`src/dacrc_map.svh`:
```
`ifndef DACRC_MAP_SVH
`define DACRC_MAP_SVH
// ----------------------------------------------------------------
// Register offsets (byte addresses)
// ----------------------------------------------------------------
`define DACRC_OFF_CTRL0 4'h0
`define DACRC_OFF_CTRL1 4'h4
// ----------------------------------------------------------------
// Field positions
// ----------------------------------------------------------------
`define DACRC_BIT_EN 7
`define DACRC_BIT_OE1 5
`define DACRC_BIT_OE2 4
`define DACRC_PSS_HI 3
`define DACRC_PSS_LO 2
`define DACRC_BIT_NSS 0
`define DACRC_SEL_LANE0 0
`define DACRC_LVL_HI 4
`define DACRC_LVL_LO 0
// ----------------------------------------------------------------
// Masks and reset values
// ----------------------------------------------------------------
`define DACRC_CTRL0_MASK 8'hBD
`define DACRC_CTRL1_MASK 8'h1F
`define DACRC_CTRL0_RST 8'h00
`define DACRC_CTRL1_RST 8'h00
`define DACRC_ZERO32 32'h0000_0000
`endif

```
`src/dacrc_pkg.sv`:
```
`default_nettype none
package dacrc_pkg;
  typedef logic [7:0] dacrc_reg_t;
  typedef enum logic [1:0] {
    DACRC_PSS_SUPPLY,
    DACRC_PSS_VREF_PIN,
    DACRC_PSS_FIXED_REF,
    DACRC_PSS_RESERVED
  } dacrc_pss_e;
endpackage
`default_nettype wire

```
`src/dacrc_pin_ovr.sv`:
```
`timescale 1ns/100ps
`default_nettype none
module dacrc_pin_ovr
  import dacrc_pkg::*;
(
  input wire logic i_sel,
  input wire logic i_port_out,
  input wire logic i_port_oe,
  input wire logic i_port_in,
  input wire logic i_pullup_en,
  input wire logic i_cur_drv_en,
  output logic o_pin_out,
  output logic o_pin_oe,
  output logic o_pin_in,
  output logic o_pullup_en,
  output logic o_cur_drv_en,
  output logic o_analog_sel
);
  // ----------------------------------------------------------------
  // Pin takeover
  // ----------------------------------------------------------------
  always_comb
  begin
    o_pin_out = i_sel ? 1'b0 : i_port_out;
    o_pin_oe = i_sel ? 1'b0 : i_port_oe;
    o_pullup_en = i_sel ? 1'b0 : i_pullup_en;
    o_cur_drv_en = i_sel ? 1'b0 : i_cur_drv_en;
    o_pin_in = i_sel ? 1'b0 : i_port_in;
    o_analog_sel = i_sel;
  end
endmodule // dacrc_pin_ovr
`default_nettype wire

```
`src/dacrc_top.sv`:
```
// Functional notes
// - Reference voltage routed to pin one/two when bit 5/bit 4 set.
// - Selected pin loses digital buffer, input detector, pull-up, current drive.
// - Reading a selected reference pin always returns zero.
// - Control keeps working and holds settings during sleep.
// - Wake from sleep leaves first control register unchanged.
// - Reset disables converter and withdraws reference from both pins.
// - Reset clears five-bit level code to zero.
// - Ctrl0: enable bit7, pin enables bits5/4, positive source 3-2, negative bit0.
// - Ctrl1 bits 4-0 hold level code, code over 32 steps.
// - Converter active only while enable bit is set.
`include "dacrc_map.svh"
`timescale 1ns/100ps
`default_nettype none
module dacrc_top
  import dacrc_pkg::*;
#(
  parameter int LVL_W = 5
)
(
  input wire logic I_CLK,
  input wire logic I_RST_N,
  input wire logic I_SLEEP,
  input wire logic I_WAKE,
  input wire logic I_WB_CYC,
  input wire logic I_WB_STB,
  input wire logic I_WB_WE,
  input wire logic [3:0] I_WB_ADR,
  input wire logic [3:0] I_WB_SEL,
  input wire logic [31:0] I_WB_DAT,
  output logic [31:0] O_WB_DAT,
  output logic O_WB_ACK,
  input wire logic [1:0] I_PORT_OUT,
  input wire logic [1:0] I_PORT_OE,
  input wire logic [1:0] I_PIN_IN,
  input wire logic [1:0] I_PULLUP_EN,
  input wire logic [1:0] I_CUR_DRV_EN,
  output logic [1:0] O_PIN_OUT,
  output logic [1:0] O_PIN_OE,
  output logic [1:0] O_PORT_IN,
  output logic [1:0] O_PULLUP_EN,
  output logic [1:0] O_CUR_DRV_EN,
  output logic [1:0] O_REF_PIN_SEL,
  output logic O_CONV_ACTIVE,
  output logic [1:0] O_POS_SRC_SEL,
  output logic O_NEG_SRC_SEL,
  output logic [LVL_W-1:0] O_LEVEL_CODE
);
  // ----------------------------------------------------------------
  // Local sizes
  // ----------------------------------------------------------------
  localparam int DAT_W = 32;
  localparam int REG_W = 8;
  localparam int PIN_N = 2;
  localparam dacrc_reg_t CTRL0_RST = `DACRC_CTRL0_RST;
  localparam dacrc_reg_t CTRL1_RST = `DACRC_CTRL1_RST;

  // ----------------------------------------------------------------
  // Bus states
  // ----------------------------------------------------------------
  typedef enum logic [0:0] {
    DACRC_BUS_IDLE,
    DACRC_BUS_ACK
  } dacrc_bus_e;

  // ----------------------------------------------------------------
  // Declarations
  // ----------------------------------------------------------------
  dacrc_bus_e bus_state_ff;
  dacrc_bus_e nxt_bus_state;
  logic bus_sel;
  logic take;
  logic commit;
  logic lane0_wr;
  logic wr_ctrl0;
  logic wr_ctrl1;
  logic [REG_W-1:0] wr_byte;
  logic en_ff;
  logic oe1_ff;
  logic oe2_ff;
  dacrc_pss_e pss_ff;
  logic nss_ff;
  logic [LVL_W-1:0] lvl_ff;
  dacrc_reg_t ctrl0_view;
  dacrc_reg_t ctrl1_view;
  dacrc_reg_t nxt_rdat;
  logic [DAT_W-1:0] rdat_ff;
  logic [PIN_N-1:0] pin_sel;

  // ----------------------------------------------------------------
  // Bus handshake
  // ----------------------------------------------------------------
  assign bus_sel = I_WB_CYC && I_WB_STB;
  // Taken only while no answer is pending
  assign take = bus_sel && (bus_state_ff == DACRC_BUS_IDLE);
  // Writes land on the edge that samples ack high
  assign commit = bus_sel && (bus_state_ff == DACRC_BUS_ACK);

  // ----------------------------------------------------------------
  // Bus state machine
  // ----------------------------------------------------------------
  // One-cycle ack after each taken request
  always_comb
  begin
    nxt_bus_state = bus_state_ff;
    case (bus_state_ff)
      DACRC_BUS_IDLE:
      begin
        if (take)
        begin
          nxt_bus_state = DACRC_BUS_ACK;
        end
      end
      DACRC_BUS_ACK:
      begin
        nxt_bus_state = DACRC_BUS_IDLE;
      end
      default:
      begin
        nxt_bus_state = DACRC_BUS_IDLE;
      end
    endcase
  end

  always_ff @(posedge I_CLK)
  begin
    if (!I_RST_N)
    begin
      bus_state_ff <= DACRC_BUS_IDLE;
    end
    else
    begin
      bus_state_ff <= nxt_bus_state;
    end
  end

  // ----------------------------------------------------------------
  // Write decode
  // ----------------------------------------------------------------
  // only byte lane zero carries bits
  assign lane0_wr = commit && I_WB_WE && I_WB_SEL[`DACRC_SEL_LANE0];
  assign wr_byte = I_WB_DAT[REG_W-1:0];
  assign wr_ctrl0 = lane0_wr && (I_WB_ADR == `DACRC_OFF_CTRL0);
  assign wr_ctrl1 = lane0_wr && (I_WB_ADR == `DACRC_OFF_CTRL1);

  // ----------------------------------------------------------------
  // Converter enable
  // ----------------------------------------------------------------
  // sleep and wake ignored
  always_ff @(posedge I_CLK)
  begin
    if (!I_RST_N)
    begin
      en_ff <= CTRL0_RST[`DACRC_BIT_EN];
    end
    else if (wr_ctrl0)
    begin
      en_ff <= wr_byte[`DACRC_BIT_EN];
    end
  end

  // ----------------------------------------------------------------
  // Pin one routing
  // ----------------------------------------------------------------
  // sleep and wake ignored
  always_ff @(posedge I_CLK)
  begin
    if (!I_RST_N)
    begin
      oe1_ff <= CTRL0_RST[`DACRC_BIT_OE1];
    end
    else if (wr_ctrl0)
    begin
      oe1_ff <= wr_byte[`DACRC_BIT_OE1];
    end
  end

  // ----------------------------------------------------------------
  // Pin two routing
  // ----------------------------------------------------------------
  // sleep and wake ignored
  always_ff @(posedge I_CLK)
  begin
    if (!I_RST_N)
    begin
      oe2_ff <= CTRL0_RST[`DACRC_BIT_OE2];
    end
    else if (wr_ctrl0)
    begin
      oe2_ff <= wr_byte[`DACRC_BIT_OE2];
    end
  end

  // ----------------------------------------------------------------
  // Positive source select
  // ----------------------------------------------------------------
  // sleep and wake ignored
  always_ff @(posedge I_CLK)
  begin
    if (!I_RST_N)
    begin
      pss_ff <= dacrc_pss_e'(CTRL0_RST[`DACRC_PSS_HI:`DACRC_PSS_LO]);
    end
    else if (wr_ctrl0)
    begin
      pss_ff <= dacrc_pss_e'(wr_byte[`DACRC_PSS_HI:`DACRC_PSS_LO]);
    end
  end

  // ----------------------------------------------------------------
  // Negative source select
  // ----------------------------------------------------------------
  // sleep and wake ignored
  always_ff @(posedge I_CLK)
  begin
    if (!I_RST_N)
    begin
      nss_ff <= CTRL0_RST[`DACRC_BIT_NSS];
    end
    else if (wr_ctrl0)
    begin
      nss_ff <= wr_byte[`DACRC_BIT_NSS];
    end
  end

  // ----------------------------------------------------------------
  // Level code
  // ----------------------------------------------------------------
  // sleep keeps level code
  always_ff @(posedge I_CLK)
  begin
    if (!I_RST_N)
    begin
      lvl_ff <= CTRL1_RST[`DACRC_LVL_LO +: LVL_W];
    end
    else if (wr_ctrl1)
    begin
      lvl_ff <= wr_byte[`DACRC_LVL_LO +: LVL_W];
    end
  end

  // ----------------------------------------------------------------
  // Register views
  // ----------------------------------------------------------------
  // unimplemented bits read zero
  always_comb
  begin
    ctrl0_view = '0;
    ctrl0_view[`DACRC_BIT_EN] = en_ff;
    ctrl0_view[`DACRC_BIT_OE1] = oe1_ff;
    ctrl0_view[`DACRC_BIT_OE2] = oe2_ff;
    ctrl0_view[`DACRC_PSS_HI:`DACRC_PSS_LO] = pss_ff;
    ctrl0_view[`DACRC_BIT_NSS] = nss_ff;
    ctrl1_view = '0;
    ctrl1_view[`DACRC_LVL_LO +: LVL_W] = lvl_ff;
  end

  // ----------------------------------------------------------------
  // Read data
  // ----------------------------------------------------------------
  // Unmapped offsets read zero
  always_comb
  begin
    case (I_WB_ADR)
      `DACRC_OFF_CTRL0: nxt_rdat = ctrl0_view;
      `DACRC_OFF_CTRL1: nxt_rdat = ctrl1_view;
      default: nxt_rdat = '0;
    endcase
  end

  // Read data stands only in the ack cycle
  always_ff @(posedge I_CLK)
  begin
    if (!I_RST_N)
    begin
      rdat_ff <= '0;
    end
    else if (take && !I_WB_WE)
    begin
      rdat_ff <= DAT_W'(nxt_rdat);
    end
    else
    begin
      rdat_ff <= '0;
    end
  end

  // ----------------------------------------------------------------
  // Bus outputs
  // ----------------------------------------------------------------
  assign O_WB_ACK = (bus_state_ff == DACRC_BUS_ACK);
  assign O_WB_DAT = rdat_ff;

  // ----------------------------------------------------------------
  // Converter controls
  // ----------------------------------------------------------------
  // active only while enabled
  assign O_CONV_ACTIVE = en_ff;
  assign O_POS_SRC_SEL = pss_ff;
  assign O_NEG_SRC_SEL = nss_ff;
  assign O_LEVEL_CODE = lvl_ff;
  assign pin_sel = {oe2_ff, oe1_ff};
  assign O_REF_PIN_SEL = pin_sel;

  // ----------------------------------------------------------------
  // Pin overrides
  // ----------------------------------------------------------------
  // One takeover cell per reference pin
  genvar g;
  generate
    for (g = 0; g < PIN_N; g++)
    begin : g_pin
      dacrc_pin_ovr u_ovr (
        .i_sel(pin_sel[g]),
        .i_port_out(I_PORT_OUT[g]),
        .i_port_oe(I_PORT_OE[g]),
        .i_port_in(I_PIN_IN[g]),
        .i_pullup_en(I_PULLUP_EN[g]),
        .i_cur_drv_en(I_CUR_DRV_EN[g]),
        .o_pin_out(O_PIN_OUT[g]),
        .o_pin_oe(O_PIN_OE[g]),
        .o_pin_in(O_PORT_IN[g]),
        .o_pullup_en(O_PULLUP_EN[g]),
        .o_cur_drv_en(O_CUR_DRV_EN[g]),
        .o_analog_sel()
      );
    end
  endgenerate
endmodule // dacrc_top
`default_nettype wire

```
`config.mk`:
```
export PLATFORM = sky130hd
export DESIGN_NAME = dacrc_top
export DESIGN_NICKNAME = d
export VERILOG_FILES = /design/src/dacrc_pkg.sv /design/src/dacrc_pin_ovr.sv /design/src/dacrc_top.sv
export VERILOG_INCLUDE_DIRS = /design/src
export SDC_FILE = /design/constraint.sdc
export NUM_CORES = 1
export LEC_CHECK = 0
export ABC_AREA = 1
export BUFFER_PORTS_ARGS = -buffer_cell sky130_fd_sc_hd__buf_2
export CORE_UTILIZATION = 30
export DETAILED_ROUTE_END_ITERATION = 16
export HOLD_SLACK_MARGIN = 0.02
export PLACE_DENSITY_LB_ADDON = 0.05
export SETUP_SLACK_MARGIN = 0.1
export SLEW_MARGIN = 20
export SYNTH_ARGS = -nofsm -noshare
export SYNTH_HDL_FRONTEND = slang
export SYNTH_SLANG_ARGS = --single-unit
```
`constraint.sdc`:
```
create_clock -name I_CLK -period 0.9 [get_ports I_CLK]
set_input_delay 0.135 -clock I_CLK [delete_from_list [all_inputs] [get_ports I_CLK]]
set_output_delay 0.135 -clock I_CLK [all_outputs]
set_load 0.02 [all_outputs]
```
# Word-level counts from Yosys, hierarchy flattened
# Index checks and enable logic that the tools add are counted.
[classes] eq_ne=1 n_mux=13 n_bitwise=1 reduce_logical=11
[ops] operator="8-bit one-hot mux with 2 select lines" n=1
[ops] operator="1-bit two-way mux" n=11
[ops] operator="1-bit logical AND" n=8
[ops] operator="4-bit by 3-bit equality test with 1-bit output (second input constant)" n=1
[ops] operator="4-bit logical NOT" n=1
[ops] operator="1-bit one-hot mux with 2 select lines" n=1
[ops] operator="2-bit AND reduction" n=1
[ops] operator="1-bit logical NOT" n=1
[ops] operator="1-bit inverter" n=1
[word_totals] ff_bits=44 in_bits=57 output_inout_bits=54 wordCells=35

# Longest topological paths before layout
[depth] ltp_word=5 ltp_mapped=6 mapped_depth_nobuf=6

# Cells and area by module
# Synthesis repeated with hierarchy kept, for this count alone.
[hier_totals] cells_unflattened=159 hier_area_um2=1179.9
[modules_own_cells] module="dacrc_top" n_inst=1 cells_per_inst=137 area_per_inst_um2=1089.8
[modules_own_cells] module="dacrc_pin_ovr" n_inst=2 cells_per_inst=11 area_per_inst_um2=45.0

# Worst setup path before layout
# Ideal clock, no wire load.
[synth_path] path_type="register to register" from="reg bus_state_ff, in the netlist O_WB_ACK" to="reg lvl_ff[0], in the netlist O_LEVEL_CODE[0]" arrival_ps=1004 t_required_ps=785 setup_slack_ps=-219 stages_incl_launch_ff=7 cell_sequence="dfxtp_1 > nand3_2 > nor2_4 > buf_4 > nand3_1 > nand2_1 > nor2_1"
[synth_via] elab_chain_cells=4
[synth_rtl] element="start: declaration" line="dacrc_top.sv:69" rtl="dacrc_bus_e bus_state_ff;"
[synth_rtl] element="start signal: assignment" line="dacrc_top.sv:133" rtl="bus_state_ff <= nxt_bus_state;"
[synth_rtl] element="1-bit logical AND" line="dacrc_top.sv:97" rtl="assign commit = bus_sel && (bus_state_ff == DACRC_BUS_ACK);"
[synth_rtl] element="1-bit logical AND (2 in a row)" line="dacrc_top.sv:141" rtl="assign lane0_wr = commit && I_WB_WE && I_WB_SEL[`DACRC_SEL_LANE0];"
[synth_rtl] element="1-bit logical AND" line="dacrc_top.sv:144" rtl="assign wr_ctrl1 = lane0_wr && (I_WB_ADR == `DACRC_OFF_CTRL1);"
[synth_rtl] element="end signal: assignment" line="dacrc_top.sv:234" rtl="lvl_ff <= CTRL1_RST[`DACRC_LVL_LO +: LVL_W];"
[synth_rtl] element="end signal: assignment" line="dacrc_top.sv:238" rtl="lvl_ff <= wr_byte[`DACRC_LVL_LO +: LVL_W];"
[synth_rtl] element="end: declaration" line="dacrc_top.sv:83" rtl="logic [LVL_W-1:0] lvl_ff;"
# Every way passes these cells.
# A chain may end at the register's enable or synchronous reset.

# Worst setup path in the final report
[layout_path] from="reg oe1_ff" to="out O_PIN_OUT[0]"
[layout_via] elab_chain_cells=1
[layout_rtl] element="start: declaration" line="dacrc_top.sv:79" rtl="logic oe1_ff;"
[layout_rtl] element="start signal: assignment" line="dacrc_top.sv:170" rtl="oe1_ff <= CTRL0_RST[`DACRC_BIT_OE1];"
[layout_rtl] element="start signal: assignment" line="dacrc_top.sv:174" rtl="oe1_ff <= wr_byte[`DACRC_BIT_OE1];"
[layout_rtl] element="1-bit two-way mux" line="dacrc_pin_ovr.sv:24" rtl="o_pin_out = i_sel ? 1'b0 : i_port_out;"
[layout_rtl] element="end: declaration" line="dacrc_top.sv:38" rtl="output logic [1:0] O_PIN_OUT,"
# Every way passes these cells.

==> flow_summary.toml <==
[run_status]
status = "complete, but fails checks"
failed_checks = "negative setup slack"

[layout]
area_growth_pct = 52.52
fillerInstances = 391
fin_area_um2 = 1821
drive_gt1_share_pct = 55.86
finish.net_count = 280
fin_util_pct = 48.63
diodes = 0

[hold_path]
min_to = "O_WB_ACK"
hold_path_startpoint = "I_RST_N"
hold_depth = 2
hold_class = "in -> reg"

[timing]
setup_ws_ns = -0.1174
setup_viol = 28
finClkSkew_ns = 0.002501
fin_crit_ns = 1.017
finalCritPeriodShare_pct = 113.0
rsz0062_at_grt = "true"
finalHoldViolations = 0
maxSlewViolCount = 0
fmax_mhz = 982.9

[floorplan]
die_h_um = 65.08
core_um2 = 3744
die_x_um = 65.08
dieArea_um2 = 4235
rows = 22
ios = 111
start_util_pct = 31.89

[detailed_routing]
drc_errors = 0
wl_per_cell_um = 10.03
firstDrtPassIters = 4
vias = 1111
drt-initial-drc-count = 27
routed_via_density = 4.115
antenna_left = 0
wl_mm = 2.709

[setup_path]
r2r_start = "O_WB_ACK"
required_ns = 0.76
worstSetupStartpointType = "flop"
setup.worst_path.class = "reg -> out"
arrival_ns = 0.88
crit_fanout = 7
regToRegEndpoint = "oe1_ff"
cp-end-kind = "output pin"
ff2ff_setup_slack_ns = -0.11
ff2ff_path_depth = 6

[clock_network]
clock-sinks = 19
clk_pin_slew_ns = 0.07
cts_tree = "done"
holdBufCountCts = 0
cts.path.max_buffers = 2
root_buffer = "clkbuf_8"
clk_latency_ns = 0.25
cts.htree.levels = 1
cts_buffers = 3

[yosys]
synth-seq-area-share_pct = 31.87
synth_edf_count = 0
syn-mean-instance-area_um2 = 7.191
synth_area_leaders = "dfxtp_1, buf_4, nor2_1"
ys_ff_latch = 19
synth-warning-count = 0
yosys.area.top_type = "dfxtp_1"
postSynth.asyncResetShare_pct = 0
synthFlopType = "dfxtp_1"
synth_common_cells = "buf_4, nor2_1, nand2_1"
synth_top_area_share_pct = 31.87
yosysUniqueCellTypes = 18
synthesis.area_um2 = 1194
synth.most_common_cell = "buf_4"
synthCells = 166

[grt]
antenna_found_initial = 0
grt_pass1_wl_mm = 3.988
grt_max_degree = 23
grt_pass1_vias = 973
grt-ovfl-total = 0
grt_use_total_pct = 12.39

[placement]
portBuffers = 55
post-dp-hpwl_mm = 1.678
dpl_cell_area_um2 = 1351
globalplace.congestion = 0.6279

[pwr]
p_leak_nw = 0.9011
pwr_density_cell_nw_per_um2 = 1008
peakVddDrop_mv = 0.3906

[run]
cap_viol_max_count = 0
[critical path: stages (launching register included)]
cell	delay, ns
dfxtp_4	0.40
nor2_4	0.10
buf_6	0.12
[worst max-delay path by stage]
stage / from / to / slack [ns]
CTS: oe1_ff / O_PULLUP_EN[0] / -0.11
global route: O_WB_ACK / O_CONV_ACTIVE / -0.18
floorplan: O_WB_ACK / O_LEVEL_CODE[0] / -0.06
detailed placement: O_WB_ACK / O_LEVEL_CODE[1] / -0.08
global placement: O_WB_ACK / oe1_ff / -0.08
finish: oe1_ff / O_PIN_OUT[0] / -0.12
[routing by layer]
| layer | vias to the layer above | GRT usage (%) | wire (um) | share of wire [%] |
|---|---|---|---|---|
| met5 | - | 0 | 0 | 0 |
| met3 | 4 | 2.113 | 155 | 5.7 |
| met4 | 0 | 6.522 | 42 | 1.6 |
| met1 | 510 | 11.98 | 1002 | 37 |
| li1 | 549 | - | - | - |
| met2 | 48 | 24.48 | 1509 | 56 |
[through the flow]
stage               total power (W)  setup slack (ns)  setup TNS, ns  hold slack, ns  std cells
finish                     0.001836           -0.1174         -2.480          0.1760        270
global route               0.001922           -0.1763         -3.960          0.1772        270
CTS                        0.001804           -0.1133         -2.243          0.1732        269
detailed placement         0.001178          -0.07750        -0.9537          0.4335        254
global placement           0.001173          -0.07745        -0.8382          0.4297        254
floorplan                  0.001193          -0.06278        -0.6037          0.2611        190
[cells by family after synthesis]
kind of cell | share of synthesized area [%]
and+or+nand+nor | 27.57
buffers and inverters | 33.65
DFF | 31.87
AOI/OAI and AO/OA | 6.604
other | 0.3142
[report_power, final]
group	leakage, nW	internal [W]	total, W	switching, W
clock	0.0228	0.000315	0.000597	0.000282
sequential	0.164	0.000834	0.000838	0.00000360
combinational	0.715	0.000147	0.000401	0.000254
[layout by cell type, fill, tap and decap left out, drive strengths merged]
master,synthesis,routed
nand2,27,27
nand3,12,12
a21oi,15,15
nor2,27,27
conb,1,25
inv,22,22
buf,42,70
nor3b,1,1
clkbuf,0,4
dfxtp,19,19
[flip-flops by register name (all words and copies together) (netlist names)]
register / cells
oe1_ff: 1
oe2_ff: 1
O_LEVEL_CODE: 5
O_CONV_ACTIVE: 1
O_NEG_SRC_SEL: 1
O_POS_SRC_SEL: 2
O_WB_DAT: 7
O_WB_ACK: 1
[final cells by class]
type                    count  area (um^2)  share of cell area, %
multi-input cells         107        626.9                  34.43
repair buffers             70        594.3                  32.65
flip-flops and latches     19        411.6                  22.61
inverters                  22        82.58                  4.536
well taps                  48        60.06                  3.299
clock buffers               4        45.04                  2.474
[what timing repair did]
action,CTS,global route
resized for setup,75,34
endpoints found under the setup margin,47,47
pin swaps,6,6
endpoints found under the hold margin,0,0
setup buffers,11,1
No activity file was read; power rests on OpenSTA's default activity.
